$ cat src/uip_pkg.sv
// Constants and types of the per-channel UART interrupt prioritizer
//
// Behaviour
// - Receive-data interrupt on holding data, or FIFO at trigger; drops below trigger.
// - Data-ready status bit sets on a received character, clears when FIFO empty.
// - FIFOs on with mask bits 3:0 clear gives polled mode via line status.
// - Status bit 5 shows transmit holding/FIFO empty; bit 6 adds shifter empty.
// - Bit 1 overrun, bits 2-4 head byte errors, bit 7 any FIFO error.
// - Mask bits 7,6 with unlock and auto CTS/RTS interrupt on rising handshake input or output.
// - Mask bit 5 with unlock interrupts on a received Xoff character.
// - Mask bit 3 raises modem interrupt when any modem delta bit sets.
// - Mask bit 2 raises line-status interrupt at stop bit of errored character.
// - After a status-read clear, re-raise when errored byte reaches FIFO head.
// - Error bits 4:2 follow the head byte only; later errors show in bit 7.
// - Mask bit 1: transmit interrupt on empty; FIFO mode below trigger and empty.
// - Half-duplex direction control delays second transmit interrupt to shifter empty.
// - Source read gives highest pending enabled interrupt; lower ones stay queued.
// - Codes: line status 000110, receive data 000100, receive time-out 001100.
// - Codes: transmit ready 000010, modem status 000000.
// - Codes: flow character 010000, handshake change 100000, none pending 000001.
// - Time-out interrupt after four characters plus twelve bits below trigger.
// - Wake-up indicator on leaving sleep, cleared by global status read.
// - Clears: status read, reads below trigger, receive holding read.
// - Transmit clear by source read or write; flow by source; pins by modem read.
// - Source bits 7:6 read 00 with FIFOs off and 11 with FIFOs on.
// - Source bit 0 reads 0 while pending, 1 when idle, 1 after reset.
package uip_pkg;
   localparam int CNT_W = 9;
   localparam int ADDR_W = 4;
   localparam int DATA_W = 32;
   localparam int TO_W = 8;
   // Register byte offsets
   localparam logic [ADDR_W-1:0] OFS_MASK = 4'h0;
   localparam logic [ADDR_W-1:0] OFS_SOURCE = 4'h4;
   localparam logic [ADDR_W-1:0] OFS_LINE = 4'h8;
   localparam logic [ADDR_W-1:0] OFS_CONFIG = 4'hc;
   localparam logic [7:0] MASK_RESET = 8'h00;
   localparam logic [7:0] MASK_LOCKED_BITS = 8'he0;
   localparam logic [7:0] MASK_RSVD_BITS = 8'h10;
   localparam logic [5:0] CONFIG_RESET = 6'h00;
   // Mask bit positions
   localparam int MB_RX = 0;
   localparam int MB_TX = 1;
   localparam int MB_LSR = 2;
   localparam int MB_MSR = 3;
   localparam int MB_XOFF = 5;
   localparam int MB_RTS = 6;
   localparam int MB_CTS = 7;
   // Config bit positions
   localparam int CB_FIFO = 0;
   localparam int CB_UNLOCK = 1;
   localparam int CB_ARTS = 2;
   localparam int CB_ACTS = 3;
   localparam int CB_SEL = 4;
   localparam int CB_HDX = 5;
   // Source codes, bits 5:0
   localparam logic [5:0] SRC_LSR = 6'h06;
   localparam logic [5:0] SRC_RECEIVE_READY_EVENT = 6'h04;
   localparam logic [5:0] SRC_RXTO = 6'h0c;
   localparam logic [5:0] SRC_TRANSMIT_READY_EVENT = 6'h02;
   localparam logic [5:0] SRC_MSR = 6'h00;
   localparam logic [5:0] SRC_XCHR = 6'h10;
   localparam logic [5:0] SRC_HSK = 6'h20;
   localparam logic [5:0] SRC_NONE = 6'h01;
   // Receive time-out length
   localparam logic [3:0] TO_CHARS = 4'h4;
   localparam logic [TO_W-1:0] TO_BITS = 8'h0c;
endpackage

$ cat src/uip_rx_timeout.sv
// Receive time-out timer counting bit times
`timescale 1ns/1ps
module uip_rx_timeout
   import uip_pkg::*;
(
   input wire logic clk_sys_in,
   input wire logic rst_b_in,
   input wire logic bit_tick_in,
   input wire logic [3:0] char_bits_in,
   input wire logic arm_in,
   input wire logic restart_in,
   output logic expire_out
);
   logic [TO_W-1:0] count;
   logic [TO_W-1:0] limit;
   logic fired;

   // Four characters plus twelve bits
   assign limit = TO_W'(TO_CHARS) * TO_W'(char_bits_in) + TO_BITS;

   always_ff @(posedge clk_sys_in or negedge rst_b_in) begin
      if (!rst_b_in) begin
         count <= '0;
         fired <= 1'b0;
         expire_out <= 1'b0;
      end else begin
         expire_out <= 1'b0;
         if (!arm_in || restart_in) begin
            count <= '0;
            fired <= 1'b0;
         end else if (bit_tick_in && !fired) begin
            // One pulse per idle stretch
            if (count + 1'b1 >= limit) begin
               expire_out <= 1'b1;
               fired <= 1'b1;
            end
            count <= count + 1'b1;
         end
      end
   end
endmodule

$ cat src/uip_interrupt_prioritizer.sv
// Interrupt mask, source encoding and line status of one UART channel
//
// The placing of the registers and the Avalon-MM register port were decided locally.
`timescale 1ns/1ps
module uip_interrupt_prioritizer
   import uip_pkg::*;
(
   input wire logic clk_sys_in,
   input wire logic rst_b_in,
   input wire logic [ADDR_W-1:0] avs_address_in,
   input wire logic avs_read_in,
   input wire logic avs_write_in,
   input wire logic [DATA_W-1:0] avs_writedata_in,
   input wire logic [3:0] avs_byteenable_in,
   output logic [DATA_W-1:0] avs_readdata_out,
   output logic avs_waitrequest_out,
   input wire logic [CNT_W-1:0] rx_count_in,
   input wire logic [CNT_W-1:0] rx_trig_in,
   input wire logic rx_push_in,
   input wire logic rx_push_err_in,
   input wire logic [2:0] rx_head_err_in,
   input wire logic rx_fifo_err_in,
   input wire logic overrun_in,
   input wire logic rhr_read_in,
   input wire logic bit_tick_in,
   input wire logic [3:0] char_bits_in,
   input wire logic [CNT_W-1:0] tx_count_in,
   input wire logic [CNT_W-1:0] tx_trig_in,
   input wire logic tsr_empty_in,
   input wire logic thr_write_in,
   input wire logic [3:0] msr_delta_in,
   input wire logic msr_read_in,
   input wire logic xoff_rx_in,
   input wire logic xon_rx_in,
   input wire logic special_rx_in,
   input wire logic cts_pin_in,
   input wire logic dsr_pin_in,
   input wire logic rts_pin_in,
   input wire logic dtr_pin_in,
   input wire logic wake_in,
   input wire logic global_interrupt_status0_read_in,
   output logic [7:0] line_status_out,
   output logic wake_pending_out,
   output logic irq_out
);
   logic [7:0] interrupt_mask_reg;
   logic [5:0] config_reg;
   logic ack;
   logic req;
   logic [5:0] rd_src;
   logic lsr_pend, to_pend, tx_pend, msr_pend, xchr_pend, hsk_pend;
   logic rx_lvl;
   logic to_fire;
   logic overrun;
   logic [1:0] cts_sync, dsr_sync;
   logic flow_in_q, flow_out_q;
   logic head_err_q, tx_below_q, tx_empty_q;
   logic [5:0] src_code;
   logic [7:0] source_val;
   logic fifo_en;
   logic lsr_rd, src_rd, wr_ok;

   assign fifo_en = config_reg[CB_FIFO];

   // Highest pending enabled source wins
   function automatic logic [5:0] encode(input logic [6:0] p);
      if (p[0]) encode = SRC_LSR;
      else if (p[1]) encode = SRC_RECEIVE_READY_EVENT;
      else if (p[2]) encode = SRC_RXTO;
      else if (p[3]) encode = SRC_TRANSMIT_READY_EVENT;
      else if (p[4]) encode = SRC_MSR;
      else if (p[5]) encode = SRC_XCHR;
      else if (p[6]) encode = SRC_HSK;
      else encode = SRC_NONE;
   endfunction

   // Avalon slave: one wait state per access
   assign req = avs_read_in | avs_write_in;
   assign avs_waitrequest_out = req & ~ack;
   assign lsr_rd = avs_read_in & ack & (avs_address_in == OFS_LINE);
   assign src_rd = avs_read_in & ack & (avs_address_in == OFS_SOURCE);
   assign wr_ok = avs_write_in & ack & avs_byteenable_in[0];

   always_ff @(posedge clk_sys_in or negedge rst_b_in) begin
      if (!rst_b_in) begin
         ack <= 1'b0;
      end else begin
         ack <= req & ~ack;
      end
   end

   // Read data captured in the wait cycle, stable at the accept edge
   always_ff @(posedge clk_sys_in or negedge rst_b_in) begin
      if (!rst_b_in) begin
         avs_readdata_out <= '0;
         rd_src <= SRC_NONE;
      end else if (avs_read_in && !ack) begin
         rd_src <= src_code;
         unique case (avs_address_in)
            OFS_MASK: avs_readdata_out <= {24'h0, interrupt_mask_reg};
            OFS_SOURCE: avs_readdata_out <= {24'h0, source_val};
            OFS_LINE: avs_readdata_out <= {24'h0, line_status_out};
            OFS_CONFIG: avs_readdata_out <= {26'h0, config_reg};
            default: avs_readdata_out <= '0;
         endcase
      end
   end

   always_ff @(posedge clk_sys_in or negedge rst_b_in) begin
      if (!rst_b_in) begin
         interrupt_mask_reg <= MASK_RESET;
      end else if (wr_ok && avs_address_in == OFS_MASK) begin
         // Upper enables are written only while unlocked and are cleared while locked
         interrupt_mask_reg <= config_reg[CB_UNLOCK] ?
            (avs_writedata_in[7:0] & ~MASK_RSVD_BITS) :
            (avs_writedata_in[7:0] & ~MASK_RSVD_BITS & ~MASK_LOCKED_BITS);
      end else if (!config_reg[CB_UNLOCK]) begin
         interrupt_mask_reg <= interrupt_mask_reg & ~MASK_LOCKED_BITS;
      end
   end

   always_ff @(posedge clk_sys_in or negedge rst_b_in) begin
      if (!rst_b_in) begin
         config_reg <= CONFIG_RESET;
      end else if (wr_ok && avs_address_in == OFS_CONFIG) begin
         config_reg <= avs_writedata_in[5:0];
      end
   end

   // CTS and DSR pin inputs cross in through two flops; RTS and DTR are used directly
   always_ff @(posedge clk_sys_in or negedge rst_b_in) begin
      if (!rst_b_in) begin
         cts_sync <= 2'b00;
         dsr_sync <= 2'b00;
      end else begin
         cts_sync <= {cts_sync[0], cts_pin_in};
         dsr_sync <= {dsr_sync[0], dsr_pin_in};
      end
   end

   // Line status; error bits 4:2 track only the head byte
   assign line_status_out[0] = rx_count_in != '0;
   assign line_status_out[1] = overrun;
   assign line_status_out[4:2] = rx_head_err_in;
   assign line_status_out[5] = tx_count_in == '0;
   assign line_status_out[6] = (tx_count_in == '0) & tsr_empty_in;
   assign line_status_out[7] = fifo_en & rx_fifo_err_in;

   always_ff @(posedge clk_sys_in or negedge rst_b_in) begin
      if (!rst_b_in) begin
         overrun <= 1'b0;
      end else if (overrun_in) begin
         overrun <= 1'b1;
      end else if (lsr_rd) begin
         overrun <= 1'b0;
      end
   end

   // Line-status interrupt, set wins over the read clear
   always_ff @(posedge clk_sys_in or negedge rst_b_in) begin
      if (!rst_b_in) begin
         lsr_pend <= 1'b0;
         head_err_q <= 1'b0;
      end else begin
         head_err_q <= |line_status_out[4:1];
         if ((rx_push_in && rx_push_err_in) || overrun_in) begin
            lsr_pend <= 1'b1;
         end else if (|line_status_out[4:1] && !head_err_q) begin
            lsr_pend <= 1'b1;
         end else if (lsr_rd) begin
            lsr_pend <= 1'b0;
         end
      end
   end

   // Receive level source follows the fill directly
   assign rx_lvl = fifo_en ? (rx_count_in >= rx_trig_in)
                           : (rx_count_in != '0);

   uip_rx_timeout u_timeout (
      .clk_sys_in(clk_sys_in),
      .rst_b_in(rst_b_in),
      .bit_tick_in(bit_tick_in),
      .char_bits_in(char_bits_in),
      .arm_in(fifo_en && rx_count_in != '0 && !rx_lvl),
      .restart_in(rx_push_in | rhr_read_in),
      .expire_out(to_fire)
   );

   always_ff @(posedge clk_sys_in or negedge rst_b_in) begin
      if (!rst_b_in) begin
         to_pend <= 1'b0;
      end else if (to_fire) begin
         to_pend <= 1'b1;
      end else if (rhr_read_in) begin
         to_pend <= 1'b0;
      end
   end

   // Transmit: empty edge, and below-trigger edge in FIFO mode, each raise it once
   logic tx_below, tx_empty, tx_set;
   assign tx_below = tx_count_in < tx_trig_in;
   assign tx_empty = config_reg[CB_HDX] ?
      (tx_count_in == '0 && tsr_empty_in) : (tx_count_in == '0);
   assign tx_set = (tx_empty && !tx_empty_q)
      || (fifo_en && tx_below && !tx_below_q);

   always_ff @(posedge clk_sys_in or negedge rst_b_in) begin
      if (!rst_b_in) begin
         tx_pend <= 1'b0;
         tx_below_q <= 1'b1;
         tx_empty_q <= 1'b1;
      end else begin
         tx_below_q <= tx_below;
         tx_empty_q <= tx_empty;
         if (tx_set) begin
            tx_pend <= 1'b1;
         end else if (thr_write_in || (src_rd && rd_src == SRC_TRANSMIT_READY_EVENT)) begin
            tx_pend <= 1'b0;
         end
      end
   end

   always_ff @(posedge clk_sys_in or negedge rst_b_in) begin
      if (!rst_b_in) begin
         msr_pend <= 1'b0;
      end else if (|msr_delta_in) begin
         msr_pend <= 1'b1;
      end else if (msr_read_in) begin
         msr_pend <= 1'b0;
      end
   end

   // Xon and special share the Xoff enable
   always_ff @(posedge clk_sys_in or negedge rst_b_in) begin
      if (!rst_b_in) begin
         xchr_pend <= 1'b0;
      end else if (xoff_rx_in || xon_rx_in || special_rx_in) begin
         xchr_pend <= 1'b1;
      end else if (src_rd && rd_src == SRC_XCHR) begin
         xchr_pend <= 1'b0;
      end
   end

   // Handshake change; select bit picks the pin pair
   logic flow_in, flow_out, hsk_set;
   assign flow_in = config_reg[CB_SEL] ? dsr_sync[1] : cts_sync[1];
   assign flow_out = config_reg[CB_SEL] ? dtr_pin_in : rts_pin_in;
   assign hsk_set = (flow_in && !flow_in_q && config_reg[CB_ACTS]
                     && interrupt_mask_reg[MB_CTS])
                 || (flow_out && !flow_out_q && config_reg[CB_ARTS]
                     && interrupt_mask_reg[MB_RTS]);

   always_ff @(posedge clk_sys_in or negedge rst_b_in) begin
      if (!rst_b_in) begin
         hsk_pend <= 1'b0;
         flow_in_q <= 1'b0;
         flow_out_q <= 1'b0;
      end else begin
         flow_in_q <= flow_in;
         flow_out_q <= flow_out;
         if (hsk_set) begin
            hsk_pend <= 1'b1;
         end else if (msr_read_in) begin
            hsk_pend <= 1'b0;
         end
      end
   end

   always_ff @(posedge clk_sys_in or negedge rst_b_in) begin
      if (!rst_b_in) begin
         wake_pending_out <= 1'b0;
      end else if (wake_in) begin
         wake_pending_out <= 1'b1;
      end else if (global_interrupt_status0_read_in) begin
         wake_pending_out <= 1'b0;
      end
   end

   // Masking at the encoder, handshake masked at its set; all low mask bits clear means polling
   logic [6:0] pend;
   assign pend = {hsk_pend,
                  xchr_pend & interrupt_mask_reg[MB_XOFF],
                  msr_pend & interrupt_mask_reg[MB_MSR],
                  tx_pend & interrupt_mask_reg[MB_TX],
                  to_pend & interrupt_mask_reg[MB_RX],
                  rx_lvl & interrupt_mask_reg[MB_RX],
                  lsr_pend & interrupt_mask_reg[MB_LSR]};
   assign src_code = encode(pend);
   assign source_val = {fifo_en, fifo_en, src_code};
   assign irq_out = (src_code != SRC_NONE) | wake_pending_out;
endmodule

$ cat config.mk
export PLATFORM = sky130hd
export DESIGN_NAME = uip_interrupt_prioritizer
export DESIGN_NICKNAME = d
export VERILOG_FILES = /design/src/uip_pkg.sv /design/src/uip_rx_timeout.sv /design/src/uip_interrupt_prioritizer.sv
export SDC_FILE = /design/constraint.sdc
export NUM_CORES = 1
export LEC_CHECK = 0
export ABC_AREA = 1
export BUFFER_PORTS_ARGS = -buffer_cell sky130_fd_sc_hd__buf_2
export CAP_MARGIN = 20
export CORE_MARGIN = 10
export CORE_UTILIZATION = 44
export DETAILED_ROUTE_END_ITERATION = 7
export GPL_TIMING_DRIVEN = 0
export PLACE_DENSITY = 0.79
export RECOVER_POWER = 25
export SLEW_MARGIN = 0
export SYNTH_ARGS = -nofsm -noshare
export SYNTH_HDL_FRONTEND = slang
export SYNTH_SLANG_ARGS = --single-unit
export TNS_END_PERCENT = 30
$ cat constraint.sdc
create_clock -name clk_sys_in -period 1.9 [get_ports clk_sys_in]
set_input_delay 0 -clock clk_sys_in [delete_from_list [all_inputs] [get_ports clk_sys_in]]
set_output_delay 0 -clock clk_sys_in [all_outputs]
set_load 0.005 [all_outputs]
==> run summary <==
The run finished, with violations left. The checks that failed: max-capacitance violations, max-slew violations. Per report_power, the combinational group accounts for 21.6% of the total.

The most used flip-flop cell after synthesis is dfrtp_1. Setup repair after global routing could not meet its margin everywhere. The max-cap check violation count is 1. Multiplexer cells account for 0% of the synthesized area. With fillers left out, the area of the finished cells amounts to 0.00473 mm2. The leakage power came out at 0.00270 uW. The signal on the critical path passes through ha_2 > nand2_2 > inv_4 > nand2_2 > xor2_1 > inv_1 > ha_1 > inv_1 > nor2_1 > o21ai_1 > nand2_1 > nand2_1 > nand2_1 > nand2_2 > o21ai_2. The worst register-to-register path begins at u_timeout.count[1].

The first global-routing pass estimated 15.7 mm of wire. The initial core utilization came out at 45.6%. The floorplan has 32 rows.

The final route contains roughly 3400 vias. The largest single stage delay on the critical path is ~0.4 ns. The remaining antenna violation count after routing is 0.

The biggest fanout along the worst timing path came out at 3. The internal power came out at 1950 uW. Measured against its own limit, the worst slew margin works out to -0.205%. The area of the mapped netlist is 0.00354 mm2. Global routing consumed, over all layers together, between 10% and 20% of the routing resources. The endpoint identified for the worst register-to-register timing path is u_timeout.fired.

Entering global routing, the biggest net connects 30 pins. The worst hold path belongs to the class input pin to flop. The via count of the first global-routing pass is roughly 3500. Once placement finished, the instance area stood at around 0.0043 mm2. Summing the areas of all fa, ha and maj instances in the mapped netlist gives under 10% of the synthesized area.

Synthesis inferred 55 register bits. Across the routed clock network, the largest skew measured is about 0.0098 ns. The area enclosed by the die boundary is 0.0120 mm2. The final-layout worst hold slack came out at approximately 0.019 ns. In the routed design, unresolved DRC markers number 0.

The area growth from synthesis to layout is 33.5%. After layout, the minimum clock period comes to 1.89 ns. The floorplan step set the die height to 110 um. The number of antenna violations at the first check in global routing is 1. The switching share of total power came out at 27.6%.

The share of the clock period used by the worst path is 99.6%. The register-to-register path setup slack came out at 0.007 ns. The setup slack at placement is -0.174 ns.

The total power divided by cell area came out at 570 mW/mm2. The number of cells on the worst reg-to-reg path is 15. The number of nets at the end of the flow is 762. The met3 wire length is approximately 700 um.

TritonCTS built the clock tree. Setup slack on the critical path of the routed design comes to 0.00685 ns. The number of endpoints failing setup at the final stage came out at 0. The count of pins over their slew limit came out at 26.

The area of the core region is 0.00777 mm2. The worst hold path terminates at head_err_q. The worst setup path is captured at a flop.

The buffer depth of the longest clock path is 2. The clock transition at the registers of the reported paths is 0.09 ns. The share of the core filled with cells is 60.9%. The estimated wirelength of the detail-placed design is 7.66 mm. Buffers inserted during clock tree synthesis total 5. The mean number of vias per cell came out at approximately 4.6.

The topmost layer with routed signal wires is met4. For this run, the number of Yosys warnings is 0. The worst-case vdd ir drop came out at 365 uV. The part of the total power dissipated in the clock network is a little under a third. The met1 wire length is 3.61 mm. The H-tree level count came out at 2. The count of buffers added on input and output ports is 100. After synthesis, the largest family of logic cells by area is simple AND/OR/NAND/NOR gates. For the pin with the worst max-slew slack, the measured transition is 1.50 ns. In the final layout, the share of cells above drive strength 1 is 26.4%. The floorplan die width came out at approximately 110 um. The worst setup path is launched from a flop.

The final hold violation count came out at 0. After detailed placement, the design holds a cell count of between 600 and 700. The switching component of the power is 744 uW. The iteration count of the initial detailed-routing pass is 4. STA puts the critical path data arrival time at 2.10 ns. The total length of routed wires is roughly 9.5 mm. The cell count after synthesis is between 400 and 500.

Counting flops with a built-in enable in the synthesized netlist gives 0. Sequential elements use 39.0% of the synthesized area. After synthesis, the share of flip-flops with an asynchronous set or reset is 100%.

The clock latency of the later-clocked register in the worst-skew pair came out at 0.31 ns. The highest clock frequency the design can meet is 528 MHz. At the end of routability-driven placement, the weighted congestion stood at 0.914. The total congestion overflow came out at 0. The per-instance average area after synthesis came out at 7.58 um2.

The complex-gate fraction of the synthesized area is under 10%. The number of sinks on the clock net came out at 55. The number of top-level pins is 152. The detailed-route wire length per cell is 13.0 um. Among all stages on the critical path, the largest delay is contributed by dfrtp_1. Summing the areas of all and, or, nand and nor instances in the mapped netlist gives 26.1% of the synthesized area. The top cell types in the final layout, fill and taps aside, are nand2_1, buf_2, inv_1, dfrtp_1, buf_4. The number of different library cells in the post-synthesis netlist is 40. Per report_power, the sequential group accounts for 48.3% of the total. In this run the most critical hold path is launched from rx_head_err_in[2]. The amount of wire on met2 after detailed routing is 5.00 mm. The synthesized netlist devotes 1.73% of its cell area to XOR and XNOR gates. The tree is rooted in a clkbuf_8. The critical path is of the flop to flop type. The critical path data required time came out at 2.11 ns.

The library cell used most frequently in the layout, excluding fill and tap cells, is nand2_1. Along the worst hold path, the cell count comes to 3. The number of design-rule violations left by the first detailed-router iteration came out at 131.

The count of placed standard cells in the final layout, fillers left out came out at between 700 and 800.
cell usage after synthesis (3+ instances only):
cell	number	area [um2]
o21bai_1	3	22.5
inv_1	82	308
xor2_1	5	43.8
nand3_1	17	85.1
buf_4	28	210
o211ai_1	3	22.5
nor2_2	3	18.8
nor3_1	5	25.0
nand2_2	3	18.8
nand2_1	130	488
dfstp_2	3	78.8
nand4_1	11	68.8
o21ai_0	20	100
nor2_1	29	109
a21oi_1	13	65.1
ha_1	25	313
dfrtp_1	52	1300
o22ai_1	5	31.3
power by group through the flow:
stage	combinational [uW]	sequential [uW]	clock [uW]
finish	583	1300	809
floorplan	320	1310	0
detailed placement	526	1320	0
global route	674	1310	864
CTS	577	1300	819
global placement	504	1320	0
metal layers:
layer  track usage [%]  up-vias
met2              29.5      106
met3              4.39       16
li1                  -     1741
met1              17.4     1526
met4              4.65        0
met5                 0        -
worst max-delay path: cells and delay by family (launching register included):
kind | cells | cell delay (ns)
AO/OA/AOI/OAI | 2 | 0.17
XOR/XNOR | 1 | 0.14
AND/OR/NAND/NOR | 7 | 0.42
flip-flops | 1 | 0.40
adder cells (fa/ha/maj) | 2 | 0.47
buffers and inverters | 3 | 0.18
final cells by class:
| type | count | area (um2) |
|---|---|---|
| Clock buffer | 6 | 82.6 |
| Clock inverter | 2 | 35.0 |
| Tap cell | 102 | 128 |
| Timing Repair Buffer | 131 | 812 |
| Buffer | 32 | 234 |
| Sequential cell | 55 | 1380 |
| Inverter | 83 | 314 |
| Multi-Input combinational cell | 320 | 1740 |
| Fill cell | 685 | 3040 |
| Antenna cell | 1 | 2.50 |
what timing repair did:
item,CTS,global route
hold buffers,27,1
endpoints found under the setup margin,2,3
endpoints found under the hold margin,52,1
pin swaps,2,9
resized for setup,5,8
gates cloned,0,0
setup buffers,2,0
kinds of logic after synthesis:
kind of cell | after synthesis
AOI/OAI and AO/OA | 53
other | 1
and+or+nand+nor | 211
DFF | 55
adders and majority gates | 25
xor gates and xnor gates | 7
buffers and inverters | 115
per-stage QoR:
step           power [uW]  setup TNS (ns)
2_1_floorplan        1630               0
3_3_place_gp         1830          -0.234
3_5_place_dp         1850          -0.331
4_1_cts              2700          -0.108
5_1_grt              2850          -0.454
6_report             2690               0
worst max path at each step:
stage | startpoint | end | slack, ns
after floorplan | u_timeout.count[0] | u_timeout.fired | 0.03
after global placement | u_timeout.count[0] | u_timeout.fired | -0.12
after detailed placement | u_timeout.count[0] | u_timeout.fired | -0.17
after CTS | u_timeout.count[0] | u_timeout.fired | -0.06
after global routing | u_timeout.count[1] | u_timeout.fired | -0.17
final | u_timeout.count[1] | u_timeout.fired | 0.007
(Power assumes the default switching activity.)
